===== config.mk =====
export PLATFORM = sky130hd
export DESIGN_NAME = btpm_sequencer
export DESIGN_NICKNAME = d
export VERILOG_FILES = /design/src/btpm_pkg.sv /design/src/btpm_buf_if.sv /design/src/btpm_burst_buf.sv /design/src/btpm_sequencer.sv
export SDC_FILE = /design/constraint.sdc
export NUM_CORES = 1
export LEC_CHECK = 0
export ABC_AREA = 1
export BUFFER_PORTS_ARGS = -buffer_cell sky130_fd_sc_hd__buf_2
export CAP_MARGIN = 30
export CORE_MARGIN = 2
export CORE_UTILIZATION = 60
export CTS_CLUSTER_SIZE = 14
export DETAILED_ROUTE_END_ITERATION = 8
export HOLD_SLACK_MARGIN = 0.06
export PLACE_DENSITY = 0.8
export SYNTH_ARGS = -nofsm -noshare
export SYNTH_HDL_FRONTEND = slang
export SYNTH_SLANG_ARGS = --single-unit
export TNS_END_PERCENT = 1

===== constraint.sdc =====
create_clock -name clock -period 5.65 [get_ports clock]
set_input_delay 0.565 -clock clock [delete_from_list [all_inputs] [get_ports clock]]
set_output_delay 0.565 -clock clock [all_outputs]
set_load 0.005 [all_outputs]

===== src/btpm_pkg.sv =====
package btpm_pkg;

   // ==========================================================
   // Sequencer states
   // ==========================================================
   typedef enum logic [2:0] {
      BTPM_ST_CLKWAIT  = 3'b000,
      BTPM_ST_AWAKE    = 3'b001,
      BTPM_ST_SLEEP    = 3'b010,
      BTPM_ST_LOWPWR   = 3'b011,
      BTPM_ST_SHUTDOWN = 3'b100
   } btpm_state_e;

   // ==========================================================
   // Timing
   // ==========================================================
   localparam int unsigned CLOCK_PERIOD_NS = 100;
   // Reference clock settling time used when software programs zero.
   localparam int unsigned REFCLK_SETTLE_NS = 2000;
   // A least time, so round up.
   localparam int unsigned REFCLK_SETTLE_CYC =
      (REFCLK_SETTLE_NS + CLOCK_PERIOD_NS - 1) / CLOCK_PERIOD_NS;

   // ==========================================================
   // Widths and reset values
   // ==========================================================
   localparam int unsigned SETTLE_W = 16;
   localparam int unsigned LP_W = 16;
   localparam logic [SETTLE_W-1:0] SETTLE_RST = '0;
   localparam logic [LP_W-1:0] LP_RST = '0;
   localparam logic [3:0] RADIO_PD_RST = 4'hf;
   localparam int unsigned RADIO_TX = 0;
   localparam int unsigned RADIO_RX = 1;
   localparam int unsigned RADIO_PLL = 2;
   localparam int unsigned RADIO_PA = 3;

endpackage


===== src/btpm_buf_if.sv =====
`timescale 1ns/1ps
interface btpm_buf_if #(
   parameter int unsigned WIDTH = 8
);
   logic wr_valid;
   logic wr_ready;
   logic [WIDTH-1:0] wr_data;
   logic rd_valid;
   logic rd_ready;
   logic [WIDTH-1:0] rd_data;
   logic flush;
   logic empty;

   modport owner (output wr_valid, input wr_ready, output wr_data,
                  input rd_valid, output rd_ready, input rd_data,
                  output flush, input empty);
   modport store (input wr_valid, output wr_ready, input wr_data,
                  output rd_valid, input rd_ready, output rd_data,
                  input flush, output empty);
endinterface


===== src/btpm_burst_buf.sv =====
`timescale 1ns/1ps
module btpm_burst_buf #(
   parameter int unsigned WIDTH = 8,
   parameter int unsigned DEPTH = 16
) (
   // Clock and reset.
   input wire logic clock,
   input wire logic reset_n,
   // Buffer port.
   btpm_buf_if.store bus
);

   localparam int unsigned AW = $clog2(DEPTH);

   // ==========================================================
   // Storage and pointers
   // ==========================================================
   logic [WIDTH-1:0] mem_r [DEPTH];
   logic [AW-1:0] wp_r, wp_nxt, rp_r, rp_nxt;
   logic [AW:0] cnt_r, cnt_nxt;
   logic do_wr, do_rd;

   function automatic logic [AW-1:0] bump(input logic [AW-1:0] p);
      bump = (p == AW'(DEPTH - 1)) ? '0 : p + 1'b1;
   endfunction

   assign bus.wr_ready = (cnt_r != (AW+1)'(DEPTH));
   assign bus.rd_valid = (cnt_r != '0);
   assign bus.rd_data = mem_r[rp_r];
   assign bus.empty = (cnt_r == '0);
   assign do_wr = bus.wr_valid && bus.wr_ready;
   assign do_rd = bus.rd_valid && bus.rd_ready;

   // Flush wins over traffic so a power-up leaves nothing behind.
   always_comb begin
      wp_nxt = wp_r;
      rp_nxt = rp_r;
      cnt_nxt = cnt_r;
      if (bus.flush) begin
         wp_nxt = '0;
         rp_nxt = '0;
         cnt_nxt = '0;
      end else begin
         if (do_wr) wp_nxt = bump(wp_r);
         if (do_rd) rp_nxt = bump(rp_r);
         cnt_nxt = cnt_r + (AW+1)'(do_wr) - (AW+1)'(do_rd);
      end
   end

   always_ff @(posedge clock or negedge reset_n) begin
      if (!reset_n) begin
         wp_r <= '0;
         rp_r <= '0;
         cnt_r <= '0;
      end else begin
         wp_r <= wp_nxt;
         rp_r <= rp_nxt;
         cnt_r <= cnt_nxt;
      end
   end

   // Data words need no reset; they are only read while counted.
   always_ff @(posedge clock) begin
      if (do_wr && !bus.flush) begin
         mem_r[wp_r] <= bus.wr_data;
      end
   end

endmodule // btpm_burst_buf


===== src/btpm_sequencer.sv =====
`timescale 1ns/1ps
// What this block does
// - Wake handshake pins work only when enabled and host transport is UART.
// - Asserted wake request wakes the device and keeps it awake.
// - Released wake request allows sleep only when internal sleep criteria hold.
// - Polarity of wake request and host alert is software selectable.
// - Host alert asserts while attention is needed, deasserts otherwise.
// - Reference clock request is active high when Bluetooth or WLAN needs it.
// - Sleep can be triggered by software writes or by baseband packet handling.
// - Separate power-down outputs for transmit, receive, PLL and amplifier.
// - Radio paths are powered only during active packet portions.
// - Sniff, hold and park run on the slow oscillator and wake on timeout.
// - Shutdown tristates the host alert and clock request pins and ignores most inputs.
// - Leaving shutdown behaves as power-up with no state kept except the last burst word still on out_data.
// - Transport data is buffered and later sent at an increased rate.
module btpm_sequencer #(
   parameter int unsigned DATA_W = 8,
   parameter int unsigned BUF_DEPTH = 16
) (
   // Clock and reset.
   input wire logic clock,
   input wire logic reset_n,
   // Configuration levels.
   input wire logic uart_mode,
   input wire logic handshake_enable,
   input wire logic wake_active_high,
   input wire logic alert_active_high,
   input wire logic [btpm_pkg::SETTLE_W-1:0] settle_cycles,
   // Host handshake pins.
   input wire logic wake_request_in,
   output logic host_alert_out,
   output logic host_alert_oe,
   output logic refclk_request_out,
   output logic refclk_request_oe,
   // Slow oscillator.
   input wire logic low_power_osc_input,
   // Power unit requests.
   input wire logic sw_sleep_request,
   input wire logic pkt_sleep_request,
   input wire logic core_sleep_ok,
   input wire logic attention_request,
   input wire logic wlan_clk_need,
   input wire logic lowpwr_enter,
   input wire logic [btpm_pkg::LP_W-1:0] lowpwr_ticks,
   input wire logic shutdown_request,
   input wire logic power_on_request,
   // Baseband packet activity.
   input wire logic tx_active,
   input wire logic rx_active,
   // Radio power-down controls, high means powered down.
   output logic tx_pd,
   output logic rx_pd,
   output logic pll_pd,
   output logic pa_pd,
   // Transport data in.
   input wire logic in_valid,
   output logic in_ready,
   input wire logic [DATA_W-1:0] in_data,
   // Burst data out.
   output logic out_valid,
   input wire logic out_ready,
   output logic [DATA_W-1:0] out_data,
   // Status.
   output logic awake,
   output logic refclk_valid
);

   // ==========================================================
   // Input synchronisers
   // ==========================================================
   logic wake_s1_r, wake_s2_r, lpo_s1_r, lpo_s2_r, lpo_s3_r;

   // The first stage is read only by the second; metastability stays there.
   always_ff @(posedge clock or negedge reset_n) begin
      if (!reset_n) begin
         wake_s1_r <= 1'b0;
         wake_s2_r <= 1'b0;
         lpo_s1_r <= 1'b0;
         lpo_s2_r <= 1'b0;
         lpo_s3_r <= 1'b0;
      end else begin
         wake_s1_r <= wake_request_in;
         wake_s2_r <= wake_s1_r;
         lpo_s1_r <= low_power_osc_input;
         lpo_s2_r <= lpo_s1_r;
         lpo_s3_r <= lpo_s2_r;
      end
   end

   // ==========================================================
   // Decoded conditions
   // ==========================================================
   logic hs_on, wake_asserted, lpo_tick, sleep_trigger, buf_empty;

   // The handshake is meaningless on other transports, so it is gated here.
   assign hs_on = handshake_enable && uart_mode;
   assign wake_asserted = hs_on && (wake_s2_r == wake_active_high);
   assign lpo_tick = lpo_s2_r && !lpo_s3_r;
   assign sleep_trigger = sw_sleep_request || pkt_sleep_request;

   // ==========================================================
   // Sequencer state
   // ==========================================================
   btpm_pkg::btpm_state_e st_r, st_nxt;
   logic [btpm_pkg::SETTLE_W-1:0] settle_r, settle_nxt, settle_len;
   logic [btpm_pkg::LP_W-1:0] lp_r, lp_nxt;
   logic clkreq_r, clkreq_nxt, clkreq_oe_r, clkreq_oe_nxt;

   // Zero programmed means use the built-in settling time.
   assign settle_len = (settle_cycles == '0) ?
      btpm_pkg::SETTLE_W'(btpm_pkg::REFCLK_SETTLE_CYC) : settle_cycles;

   // Shutdown has top priority in every live state; leaving it loads the
   // same values as the reset branch, so no history survives.
   always_comb begin
      st_nxt = st_r;
      settle_nxt = settle_r;
      lp_nxt = lp_r;
      unique case (st_r)
         btpm_pkg::BTPM_ST_CLKWAIT: begin
            if (shutdown_request) begin
               st_nxt = btpm_pkg::BTPM_ST_SHUTDOWN;
            end else if (!clkreq_r) begin
               // After reset the request is not yet on the pin, so settling has not begun.
               settle_nxt = btpm_pkg::SETTLE_RST;
            end else if (settle_r >= settle_len - 1'b1) begin
               st_nxt = btpm_pkg::BTPM_ST_AWAKE;
               settle_nxt = btpm_pkg::SETTLE_RST;
            end else begin
               settle_nxt = settle_r + 1'b1;
            end
         end
         btpm_pkg::BTPM_ST_AWAKE: begin
            if (shutdown_request) begin
               st_nxt = btpm_pkg::BTPM_ST_SHUTDOWN;
            end else if (wake_asserted) begin
               st_nxt = btpm_pkg::BTPM_ST_AWAKE;
            end else if (lowpwr_enter) begin
               st_nxt = btpm_pkg::BTPM_ST_LOWPWR;
               lp_nxt = lowpwr_ticks;
            end else if (sleep_trigger && core_sleep_ok && buf_empty) begin
               st_nxt = btpm_pkg::BTPM_ST_SLEEP;
            end
         end
         btpm_pkg::BTPM_ST_SLEEP: begin
            if (shutdown_request) begin
               st_nxt = btpm_pkg::BTPM_ST_SHUTDOWN;
            end else if (wake_asserted || attention_request || !buf_empty) begin
               st_nxt = btpm_pkg::BTPM_ST_CLKWAIT;
               settle_nxt = btpm_pkg::SETTLE_RST;
            end
         end
         btpm_pkg::BTPM_ST_LOWPWR: begin
            if (shutdown_request) begin
               st_nxt = btpm_pkg::BTPM_ST_SHUTDOWN;
            end else if (wake_asserted || lp_r == '0) begin
               st_nxt = btpm_pkg::BTPM_ST_CLKWAIT;
               settle_nxt = btpm_pkg::SETTLE_RST;
            end else if (lpo_tick) begin
               lp_nxt = lp_r - 1'b1;
            end
         end
         btpm_pkg::BTPM_ST_SHUTDOWN: begin
            settle_nxt = btpm_pkg::SETTLE_RST;
            lp_nxt = btpm_pkg::LP_RST;
            if (power_on_request) begin
               st_nxt = btpm_pkg::BTPM_ST_CLKWAIT;
            end
         end
         default: begin
            st_nxt = btpm_pkg::BTPM_ST_CLKWAIT;
            settle_nxt = btpm_pkg::SETTLE_RST;
            lp_nxt = btpm_pkg::LP_RST;
         end
      endcase
   end

   always_ff @(posedge clock or negedge reset_n) begin
      if (!reset_n) begin
         st_r <= btpm_pkg::BTPM_ST_CLKWAIT;
         settle_r <= btpm_pkg::SETTLE_RST;
         lp_r <= btpm_pkg::LP_RST;
      end else begin
         st_r <= st_nxt;
         settle_r <= settle_nxt;
         lp_r <= lp_nxt;
      end
   end

   // ==========================================================
   // Pin and radio outputs
   // ==========================================================
   logic alert_r, alert_nxt, alert_oe_r, alert_oe_nxt;
   logic [3:0] pd_r, pd_nxt;
   logic awake_r, awake_nxt, clkvalid_r, clkvalid_nxt;
   logic need_host, live;

   assign live = (st_nxt != btpm_pkg::BTPM_ST_SHUTDOWN);
   // Pending burst data is a reason to keep the host up.
   assign need_host = attention_request || !buf_empty;

   // Computed from the next state so pins follow the state in the same edge.
   always_comb begin
      awake_nxt = (st_nxt == btpm_pkg::BTPM_ST_AWAKE);
      clkvalid_nxt = awake_nxt;
      alert_oe_nxt = live;
      clkreq_oe_nxt = live;
      // Deasserted level is driven whenever the handshake is off.
      alert_nxt = (hs_on && need_host) ? alert_active_high : !alert_active_high;
      clkreq_nxt = live && (st_nxt == btpm_pkg::BTPM_ST_CLKWAIT || awake_nxt ||
                            wlan_clk_need);
      pd_nxt = btpm_pkg::RADIO_PD_RST;
      if (awake_nxt) begin
         pd_nxt[btpm_pkg::RADIO_TX] = !tx_active;
         pd_nxt[btpm_pkg::RADIO_RX] = !rx_active;
         pd_nxt[btpm_pkg::RADIO_PLL] = !(tx_active || rx_active);
         pd_nxt[btpm_pkg::RADIO_PA] = !tx_active;
      end
   end

   always_ff @(posedge clock or negedge reset_n) begin
      if (!reset_n) begin
         alert_r <= 1'b0;
         alert_oe_r <= 1'b0;
         clkreq_r <= 1'b0;
         clkreq_oe_r <= 1'b0;
         pd_r <= btpm_pkg::RADIO_PD_RST;
         awake_r <= 1'b0;
         clkvalid_r <= 1'b0;
      end else begin
         alert_r <= alert_nxt;
         alert_oe_r <= alert_oe_nxt;
         clkreq_r <= clkreq_nxt;
         clkreq_oe_r <= clkreq_oe_nxt;
         pd_r <= pd_nxt;
         awake_r <= awake_nxt;
         clkvalid_r <= clkvalid_nxt;
      end
   end

   assign host_alert_out = alert_r;
   assign host_alert_oe = alert_oe_r;
   assign refclk_request_out = clkreq_r;
   assign refclk_request_oe = clkreq_oe_r;
   assign tx_pd = pd_r[btpm_pkg::RADIO_TX];
   assign rx_pd = pd_r[btpm_pkg::RADIO_RX];
   assign pll_pd = pd_r[btpm_pkg::RADIO_PLL];
   assign pa_pd = pd_r[btpm_pkg::RADIO_PA];
   assign awake = awake_r;
   assign refclk_valid = clkvalid_r;

   // ==========================================================
   // Burst buffer
   // ==========================================================
   btpm_buf_if #(.WIDTH(DATA_W)) buf_bus ();

   btpm_burst_buf #(.WIDTH(DATA_W), .DEPTH(BUF_DEPTH)) u_buf (
      .clock(clock),
      .reset_n(reset_n),
      .bus(buf_bus)
   );

   logic ovalid_r, ovalid_nxt, load;
   logic [DATA_W-1:0] odata_r, odata_nxt;

   assign buf_empty = buf_bus.empty;
   // Inputs are refused while the pins are released: in shutdown and just after reset.
   assign buf_bus.wr_valid = in_valid && clkreq_oe_r;
   assign buf_bus.wr_data = in_data;
   assign in_ready = buf_bus.wr_ready && clkreq_oe_r;
   assign buf_bus.flush = (st_r == btpm_pkg::BTPM_ST_SHUTDOWN);
   // Draining only while awake, one word per clock, gives the burst rate.
   assign load = awake_r && (!ovalid_r || out_ready);
   assign buf_bus.rd_ready = load;

   // Output stage keeps the data on a flip-flop and holds it under stall.
   always_comb begin
      ovalid_nxt = ovalid_r;
      odata_nxt = odata_r;
      if (!live) begin
         ovalid_nxt = 1'b0;
      end else if (load) begin
         ovalid_nxt = buf_bus.rd_valid;
         odata_nxt = buf_bus.rd_valid ? buf_bus.rd_data : odata_r;
      end else if (out_ready) begin
         ovalid_nxt = 1'b0;
      end
   end

   always_ff @(posedge clock or negedge reset_n) begin
      if (!reset_n) begin
         ovalid_r <= 1'b0;
         odata_r <= '0;
      end else begin
         ovalid_r <= ovalid_nxt;
         odata_r <= odata_nxt;
      end
   end

   assign out_valid = ovalid_r;
   assign out_data = odata_r;

endmodule // btpm_sequencer


# --- Yosys cells after proc, flatten, opt, wreduce, memory -nomap -nowiden ---
# Memory sizes are Yosys's and may differ from the RTL's. A register that Yosys moved wholly into a read port is not among the register bits.
# Cells that the tools add are included.
# Widths: inputs -> output; s select.
word_totals:
  n_memories: 1
  mem_bits_rw: 128
  inputBits: 60
  output_inout_bits: 20
  reg_bits: 62
  elab_cells: 135
op_classes:
  add_sub_neg: 7
  n_reduce_logical: 43
  muxes: 43
  order_cmp: 1
  bitwise: 2
  n_eq_ne: 21
mem_list:
  columns: ["memory", "words", "width", "read_ports", "rd_clocked_by_memory_dff", "wr", "line_no", "rtl"]
  rows:
  - ["u_buf.mem_r", 16, 8, 1, 1, 1, "btpm_burst_buf.sv:18", "logic [WIDTH-1:0] mem_r [DEPTH];"]
ops:
  columns: ["operator", "count"]
  rows:
  - ["$mux 16", 14]
  - ["$pmux 16 s4", 1]
  - ["$pmux 16 s3", 1]
  - ["$mux 3", 12]
  - ["$logic_not 16->1", 2]
  - ["$sub 16x1->16 const B", 2]
  - ["$mux 4", 7]
  - ["$ne 2x2->1 const B", 10]
  - ["$add 16x1->16 const B", 1]
  - ["$ge 16x16->1", 1]
  - ["$pmux 3 s5", 1]
  - ["$logic_and 1x1->1", 13]
  - ["$logic_not 1->1", 9]
  - ["$logic_or 1x1->1", 9]
  - ["$add 4x1->4 const B", 2]
  - ["$eq 4x4->1 const B", 2]
  - ["$reduce_and 7->1", 1]
  - ["$eq 3x1->1 const B", 2]
  - ["$eq 3x2->1 const B", 2]
  - ["$logic_not 3->1", 2]
  - ["$mux 1", 6]
  - ["$reduce_and 6->1", 1]
  - ["$add 5x1->5", 1]
  - ["$logic_not 5->1", 1]
  - ["other kinds (12)", 14]

# --- Logic depth before layout (Yosys ltp) ---
# Gate-level depths: netlist (run 1).
depth:
  ltp_word: 12
  ltp_mapped: 24
  depth_no_buf: 24

# --- By module ---
# From an unflattened synthesis (run 1), not the netlist that was laid out.
hier_totals:
  hier_cells: 1210
  hier_area_um2: 10395.0
modules_own_cells:
  columns: ["mod", "seq_area_each_um2", "n_inst", "cells_each", "area_each_um2"]
  rows:
  - ["btpm_burst_buf", 4169.0, 1, 645, 6362.4]
  - ["btpm_sequencer", 1405.1, 1, 565, 4032.6]

# --- Worst setup path after synthesis (run 1) ---
# OpenSTA, ideal clock, no wires.
synth_path:
  path_type: "input -> register"
  start: "input port settle_cycles[0] (netlist bit)"
  end: "register settle_r[0] (netlist bit)"
  cell_stages: 17
  n_path_buf: 0
  t_arrival_ps: 2763
  slack_ps: 2810
  setup_ps: 77
  cell_sequence: "inv_1 -> ha_1 -> inv_1 -> nor3_2 -> nand3_2 -> nand2_1 -> nor3_2 -> nand2_1 -> xor2_1 -> ha_1 -> a21oi_1 -> o21ai_0 -> a21oi_1 -> nand3_2 -> nor2_2 -> inv_1 -> a21oi_1"
synth_between:
  elab_chain_len: 8
synth_lines:
  columns: ["item", "line_no", "rtl"]
  rows:
  - ["from (decl)", "btpm_sequencer.sv:28", "input wire logic [btpm_pkg::SETTLE_W-1:0] settle_cycles,"]
  - ["$logic_not 16->1", "btpm_sequencer.sv:110", "assign settle_len = (settle_cycles == '0) ?"]
  - ["$mux 16 *", "btpm_sequencer.sv:110", null]
  - ["$sub 16x1->16 *", "btpm_sequencer.sv:126", "end else if (settle_r >= settle_len - 1'b1) begin"]
  - ["$ge 16x16->1 *", "btpm_sequencer.sv:126", null]
  - ["$mux 16 *", "btpm_sequencer.sv:126", null]
  - ["$mux 16 *", "btpm_sequencer.sv:123", "end else if (!clkreq_r) begin"]
  - ["$mux 16 *", "btpm_sequencer.sv:121", "if (shutdown_request) begin"]
  - ["$pmux 16 s4 *", "btpm_sequencer.sv:119", "unique case (st_r)"]
  - ["to (signal assigned)", "btpm_sequencer.sv:181", "settle_r <= btpm_pkg::SETTLE_RST;"]
  - ["to (signal assigned)", "btpm_sequencer.sv:185", "settle_r <= settle_nxt;"]
  - ["to (decl)", "btpm_sequencer.sv:105", "logic [btpm_pkg::SETTLE_W-1:0] settle_r, settle_nxt, settle_len;"]
# Every way passes the cells marked *; elsewhere a longest branch is shown, timed or not. The select of a mux whose other input is x is not followed.
# A chain may end at the register's enable or synchronous reset.

# --- Worst setup path after layout (run 1) ---
layout_path:
  start: "input port settle_cycles[0] (netlist bit)"
  end: "register settle_r[11] (netlist bit)"
# The elaborated chain is that of the path after synthesis.

==> impl_metrics.env, run 1 <==
export IMPL_async_flop_share_pct=35.0
export IMPL_cts_resized=0
export IMPL_setup_viol=0
export IMPL_synthAdderAreaFrac_pct=4.05
export IMPL_critPathTopFamily="simple AND/OR/NAND/NOR gates"
export IMPL_worstMarginPinSlew_ns=1.02
export IMPL_h_tree_depth=4
export IMPL_grt_pass1_vias=6991
export IMPL_wire_per_inst_um=16.3
export IMPL_routed_wl_um=21500
export IMPL_met3_usage_pct=5.02
export IMPL_critical_path_cell_chain="buf_2 -> inv_1 -> ha_1 -> inv_1 -> nor3_2 -> nand3_2 -> nand2_1 -> nor3_2 -> nand2_1 -> xor2_1 -> ha_1 -> a21oi_1 -> o21ai_0 -> a21oi_1 -> nand3_2 -> clkinv_1 -> o21ai_0 -> a21oi_1"
export IMPL_clockRootBuffer="clkbuf_16"
export IMPL_final_antenna_net_count=0
export IMPL_maxSlewHeadroom_pct=32.1
export IMPL_start_kind="input pin"
export IMPL_yosysWarnings=0
export IMPL_synth_ff_type="edfxtp_1"
export IMPL_fp_dieArea_um2=17300
export IMPL_cp_max_fo=6
export IMPL_grt_pass1_wl_um=34900
export IMPL_fillerInstances=1210
export IMPL_synthMuxAreaShare_pct=0
export IMPL_grt_use_met1_pct=34.2
export IMPL_grt_use_total_pct=25.5
export IMPL_synth_xor_area_share_pct=2.15
export IMPL_synth_seq_area_share_pct=57.1
export IMPL_cp_common_cell="a21oi_1"
export IMPL_ioPinCount=80
export IMPL_setup_slack_ns=2.62
export IMPL_globalplace_congestion=0.881
export IMPL_min_period_ns=3.03
export IMPL_antenna_found_initial=0
export IMPL_period_share_pct=53.6
export IMPL_yosysTopAreaCell="edfxtp_1"
export IMPL_setup_tns_ns=0
export IMPL_start_util_pct=61.4
export IMPL_clk_latency_ns=0.44
export IMPL_max_cap_viol_count=0
export IMPL_postLayoutCellArea_um2=10900
export IMPL_drv_slew=0
export IMPL_diodes=0
export IMPL_netlist_instances=1018
export IMPL_drt_pass1_iterations=5
export IMPL_layout_commonest_cell="nand2_1"
export IMPL_syn2layout_area_growth_pct=11.9
export IMPL_dpl_hpwl_um=14100
export IMPL_vias_per_cell=5.67
export IMPL_path_buf_inv=4
export IMPL_synth_top_area_share_pct=39.4
export IMPL_synth_top_family_by_area="simple AND/OR/NAND/NOR gates"
export IMPL_crit_type="input pin to register"
export IMPL_synth_area_um2=9760
export IMPL_fp_dieH_um=132
export IMPL_grt_max_degree=70
export IMPL_hold_viol=0
export IMPL_synth_area_top_cells="edfxtp_1 (39%), dfrtp_1 (17%), nand2_1 (8.1%)"
export IMPL_outcome="finished clean"
export IMPL_hp_class="input pin to register"
export IMPL_end_kind="register"
export IMPL_synth_compound_area_share_pct=11.2
export IMPL_grt_util_met2_pct=42.1
export IMPL_clk_path_buf_depth=2
export IMPL_layout_nets=1182
export IMPL_grt_busiest_layer="met2"
export IMPL_grt_ovfl_total=0
export IMPL_cts_buffers=17
export IMPL_arrival_ns=3.38
export IMPL_hold_buffers=0
export IMPL_synth_seq_cells=197
export IMPL_cts_tree="built"
export IMPL_max_freq_ghz=0.330
export IMPL_final_cell_mix="nand2_1 (211), nor2_1 (136), edfxtp_1 (128)"
export IMPL_powerDensity_nw_per_um2=297
export IMPL_cts_sinks=197
export IMPL_num_rows=46
export IMPL_finClkSkew_ns=0.0111
export IMPL_drive_gt1_share_pct=14.5
export IMPL_r2r_slack_ns=2.78
export IMPL_yosysUniqueCellTypes=51
export IMPL_leakage_uw=0.00464
export IMPL_cp_slowest_stage_delay_ns=0.37
export IMPL_die_x_um=132
export IMPL_io_buffers=79
export IMPL_vias=7478
export IMPL_clk_pin_slew_ns=0.07
export IMPL_slowest_stage="nor3_2"
export IMPL_syn_area_per_cell_um2=9.59
export IMPL_drt_initial_drc_count=621
export IMPL_crit_required_ns=6.01
export IMPL_rsz0062_at_grt="false"
export IMPL_core_area_um2=15900
export IMPL_synth_simple_area_share_pct=20.2
export IMPL_synth_fp_nets=1109
export IMPL_hold_slack_ns=0.240
export IMPL_cts_setup_buffers=0
export IMPL_synth_edff_count=128
export IMPL_drc=0
export IMPL_dp_slack_ns=2.23
export IMPL_ir_drop_uv=265
export IMPL_dpl_cell_area_um2=10300
[where the power goes]
group / internal (uW) / switching, uW
combinational: 135 / 250
clock: 668 / 561
sequential: 1590 / 34.9
total: 2400 / 846
[cell families (layout without fill, tap and decap cells)]
kind of cell | after synthesis | after routing
fa+ha+maj | 31 | 31
flops | 197 | 197
buf+inv | 126 | 210
compound gates | 193 | 193
simple gates | 447 | 447
xor+xnor | 24 | 24
[cell usage after synthesis (2+ instances only)]
library cell,count
nand3_2,6
buf_4,5
dfstp_2,3
clkinv_1,3
nor3_1,17
o21ai_1,16
o21a_1,2
nand3_1,36
nor2_2,6
or2_2,3
a31oi_1,4
inv_1,81
nand2_2,2
o22ai_1,24
edfxtp_1,128
clkbuf_1,19
xor2_1,19
or2_1,2
buf_6,3
dfrtp_1,66
ha_1,30
buf_2,6
xnor2_1,5
nand2_1,211
nor3_2,4
nand3b_1,2
nor4_1,2
o221ai_1,9
o211ai_1,7
nand4_1,13
o21ai_0,100
a21oi_1,23
inv_2,8
nor2_1,136
[routing by layer]
layer	wire [um]	share of wire (%)
met1	9080	42
met5	0	0
met3	1310	6.1
met2	10700	50
met4	394	1.8
[state kept, by name (all words and copies together), names as in the netlist, 3 cells and up]
signal / cells
u_buf.mem_r: 128
lp_r: 16
settle_r: 16
out_data: 8
u_buf.cnt_r: 5
u_buf.rp_r: 4
u_buf.wp_r: 4
pd_r: 3
st_r: 3
[path summary, 6_finish.rpt]
path,depth (start not counted),end,start
hold reg to reg,0,wake_s2_r,wake_s1_r
hold / removal,1,wake_s1_r,wake_request_in
min in group asynchronous,2,lp_r[6],reset_n
setup reg to reg,14,u_buf.cnt_r[4],u_buf.cnt_r[3]
setup / recovery,18,settle_r[11],settle_cycles[0]
max in group asynchronous,2,lpo_s2_r,reset_n
[through the flow]
stage | util (%) | cells | total power [uW]
after floorplan | - | 1018 | 1900
after detailed placement | 65.1 | 1288 | 2040
after global routing | 68.8 | 1318 | 3370
after CTS | 68.8 | 1318 | 3250
final | 68.8 | 1318 | 3240
after global placement | 64.8 | 1286 | 2030
[final cells by class]
class	count	area (um2)	area share (%)
clock buffers	17	425	3.89
clock inverters	13	166	1.52
inverters	93	350	3.21
repair buffers	87	475	4.35
flip-flops and latches	197	5570	51.0
multi-input cells	695	3660	33.5
well taps	216	270	2.47
Power figures use the tool's default switching activity.
==> run 2: changes to the inputs <==
Settings changed: ABC_AREA 1 to 0, CORE_UTILIZATION 60 to 54, PLACE_DENSITY 0.8 to 0.76.
Clock period 5.65 ns to 2.6 ns, I/O delays scaled along.
==> impl_metrics.env, run 2 <==
export IMPL_ir_drop_uv=655
export IMPL_die_x_um=135
export IMPL_synth_area_top_cells="edfxtp_1 (42%), dfrtp_1 (18%), mux4_2 (7.8%)"
export IMPL_yosysTopAreaCell="edfxtp_1"
export IMPL_setup_slack_ns=-0.819
export IMPL_ioPinCount=80
export IMPL_seqPwrFrac_pct=49.1
export IMPL_clk_path_buf_depth=2
export IMPL_antenna_found_initial=0
export IMPL_layout_commonest_cell="edfxtp_1"
export IMPL_top_register="u_buf.mem_r"
export IMPL_clk_pin_slew_ns=0.07
export IMPL_grt_pass1_vias=6624
export IMPL_grt_use_total_pct=24.2
export IMPL_drc=0
export IMPL_hp_class="input pin to register"
export IMPL_routed_wl_um=21100
export IMPL_cts_tree="built"
export IMPL_rsz0062_at_grt="true"
export IMPL_outcome="complete, but fails checks"
export IMPL_yosysUniqueCellTypes=62
export IMPL_combPwrFrac_pct=13.1
export IMPL_clk_latency_ns=0.44
export IMPL_globalplace_congestion=0.914
export IMPL_end_kind="register"
export IMPL_finClkSkew_ns=0.0115
export IMPL_drt_pass1_iterations=5
export IMPL_p_sw_share_pct=24.3
export IMPL_period_share_pct=132
export IMPL_worstMarginPinSlew_ns=0.637
export IMPL_final_cell_mix="edfxtp_1 (128), buf_2 (77), buf_4 (72)"
export IMPL_hold_viol=0
export IMPL_leakage_uw=0.00435
export IMPL_drive_gt1_share_pct=30.1
export IMPL_synth_top_area_share_pct=41.5
export IMPL_syn_area_per_cell_um2=13.1
export IMPL_internal_power_uw=5380
export IMPL_synth_fp_nets=797
export IMPL_io_buffers=79
export IMPL_final_antenna_net_count=0
export IMPL_reg_largest_list="u_buf.mem_r: 128 flops, lp_r: 16 flops, settle_r: 16 flops"
export IMPL_multi_input_area_um2=3540
export IMPL_min_period_ns=3.42
export IMPL_yosys_top_cells_count="edfxtp_1 (128), dfrtp_1 (66), nor2_1 (60)"
export IMPL_core_area_um2=16700
export IMPL_clockRootBuffer="clkbuf_16"
export IMPL_netlist_instances=706
export IMPL_cts_sinks=197
export IMPL_vias_per_cell=6.08
export IMPL_fillerInstances=1183
export IMPL_arrival_ns=3.74
export IMPL_crit_type="input pin to register"
export IMPL_fp_dieArea_um2=18200
export IMPL_start_util_pct=55.4
export IMPL_r2r_slack_ns=-0.33
export IMPL_dp_slack_ns=-1.54
export IMPL_max_freq_ghz=0.292
export IMPL_setup_viol=22
export IMPL_place_inst=1048
export IMPL_grt_pass1_wl_um=33800
export IMPL_crit_required_ns=2.92
export IMPL_register_area_um2=5580
export IMPL_yosysMostFrequentCell="edfxtp_1"
export IMPL_violations="setup timing"
export IMPL_synth_seq_cells=197
export IMPL_layout_nets=945
export IMPL_start_kind="input pin"
export IMPL_drt_initial_drc_count=653
export IMPL_max_cap_viol_count=0
export IMPL_vias=6612
export IMPL_grt_ovfl_total=0
export IMPL_fin_util_pct=66.9
export IMPL_dpl_hpwl_um=14200
export IMPL_power_switching_uw=1730
export IMPL_cp_max_fo=8
export IMPL_cts_buffers=17
export IMPL_grt_max_degree=44
export IMPL_instances_no_fill=1087
export IMPL_clkPwrFrac_pct=37.8
export IMPL_synth_ff_type="edfxtp_1"
export IMPL_cts_setup_buffers=0
export IMPL_yosysWarnings=0
export IMPL_h_tree_depth=4
export IMPL_largest_reg_flops=128
export IMPL_synth_area_um2=9260
export IMPL_fp_dieH_um=135
export IMPL_num_rows=47
export IMPL_wire_per_inst_um=19.4
export IMPL_synth_seq_area_share_pct=60.2
export IMPL_powerDensity_nw_per_um2=637
export IMPL_maxSlewHeadroom_pct=57.5
export IMPL_diodes=0
export IMPL_async_flop_share_pct=35.0
export IMPL_syn2layout_area_growth_pct=20.6
export IMPL_drv_slew=0
export IMPL_synth_edff_count=128
-- run 2: cells by family (layout without fill, tap and decap cells) --
kind of cell    count (synthesis)  in the layout  share of synthesized area (%)
compound gates                155            155                           11.2
xor+xnor                       17             17                           1.61
fa+ha+maj                      31             31                           4.27
buf+inv                        62            223                           2.68
flops                         197            197                           60.2
mux                            43             43                           9.11
simple gates                  201            201                           11.0
-- run 2: per-layer routing --
layer  routed length, um  vias to the layer above  GRT usage (%)
met5                   0                        -              0
met4                 357                        0           6.89
met3                1440                       31           4.58
met2               10700                      264           40.9
met1                8590                     3328           32.2
li1                    -                     2989              -
-- run 2: final timing paths --
path                                  start             end  depth (start not counted)
max reg2reg                  u_buf.cnt_r[2]  u_buf.cnt_r[4]                         13
min reg2reg                        lpo_s1_r        lpo_s2_r                          0
min in group asynchronous           reset_n    settle_r[12]                          3
min                         lowpwr_ticks[1]         lp_r[1]                          3
max in group asynchronous           reset_n   u_buf.rp_r[0]                          3
max                        settle_cycles[3]    settle_r[13]                         14
-- run 2: power groups by stage --
stage,clock network [uW],logic (uW),registers [uW]
floorplan,0,446,3540
global placement,0,792,3550
detailed placement,0,830,3550
CTS,2720,881,3490
global route,2850,1030,3500
finish,2690,930,3490
-- run 2: critical path: stages --
cell and delay [ns]:
buf_6 0.09, or4_4 0.52, or3_4 0.38, or3_4 0.38, or3_4 0.37, nor2_4 0.11, xnor2_2 0.07, ha_1 0.32
nand4_1 0.15, a2111o_1 0.41, nand4_1 0.17, buf_4 0.19, nor2_4 0.07, a22o_1 0.24
-- run 2: what timing repair did --
item                                    4_1_cts  5_1_grt
pin swaps                                     3        2
hold buffers                                  7        0
endpoints found under the setup margin       51      152
gates cloned                                  0        0
endpoints found under the hold margin        73        0
resized for setup                            19       12
-- run 2: cell type report --
| class | instances | share of cell area (%) |
|---|---|---|
| flip-flops and latches | 197 | 49.9 |
| multi-input cells | 447 | 31.7 |
| repair buffers | 160 | 9.48 |
| clock buffers | 18 | 3.84 |
| well taps | 220 | 2.46 |
| clock inverters | 14 | 1.57 |
| inverters | 31 | 1.04 |
-- run 2: metrics by stage --
step	power [uW]	hold WS, ns	setup TNS (ns)	area [um2]
after global placement	4340	0.320	-25.72	10400
after CTS	7090	0.0922	-15.01	11100
after floorplan	3990	-0.0356	-19.57	9260
after detailed placement	4380	0.329	-29.44	10400
after global routing	7370	0.131	-18.47	11200
final	7110	0.106	-15.74	11200
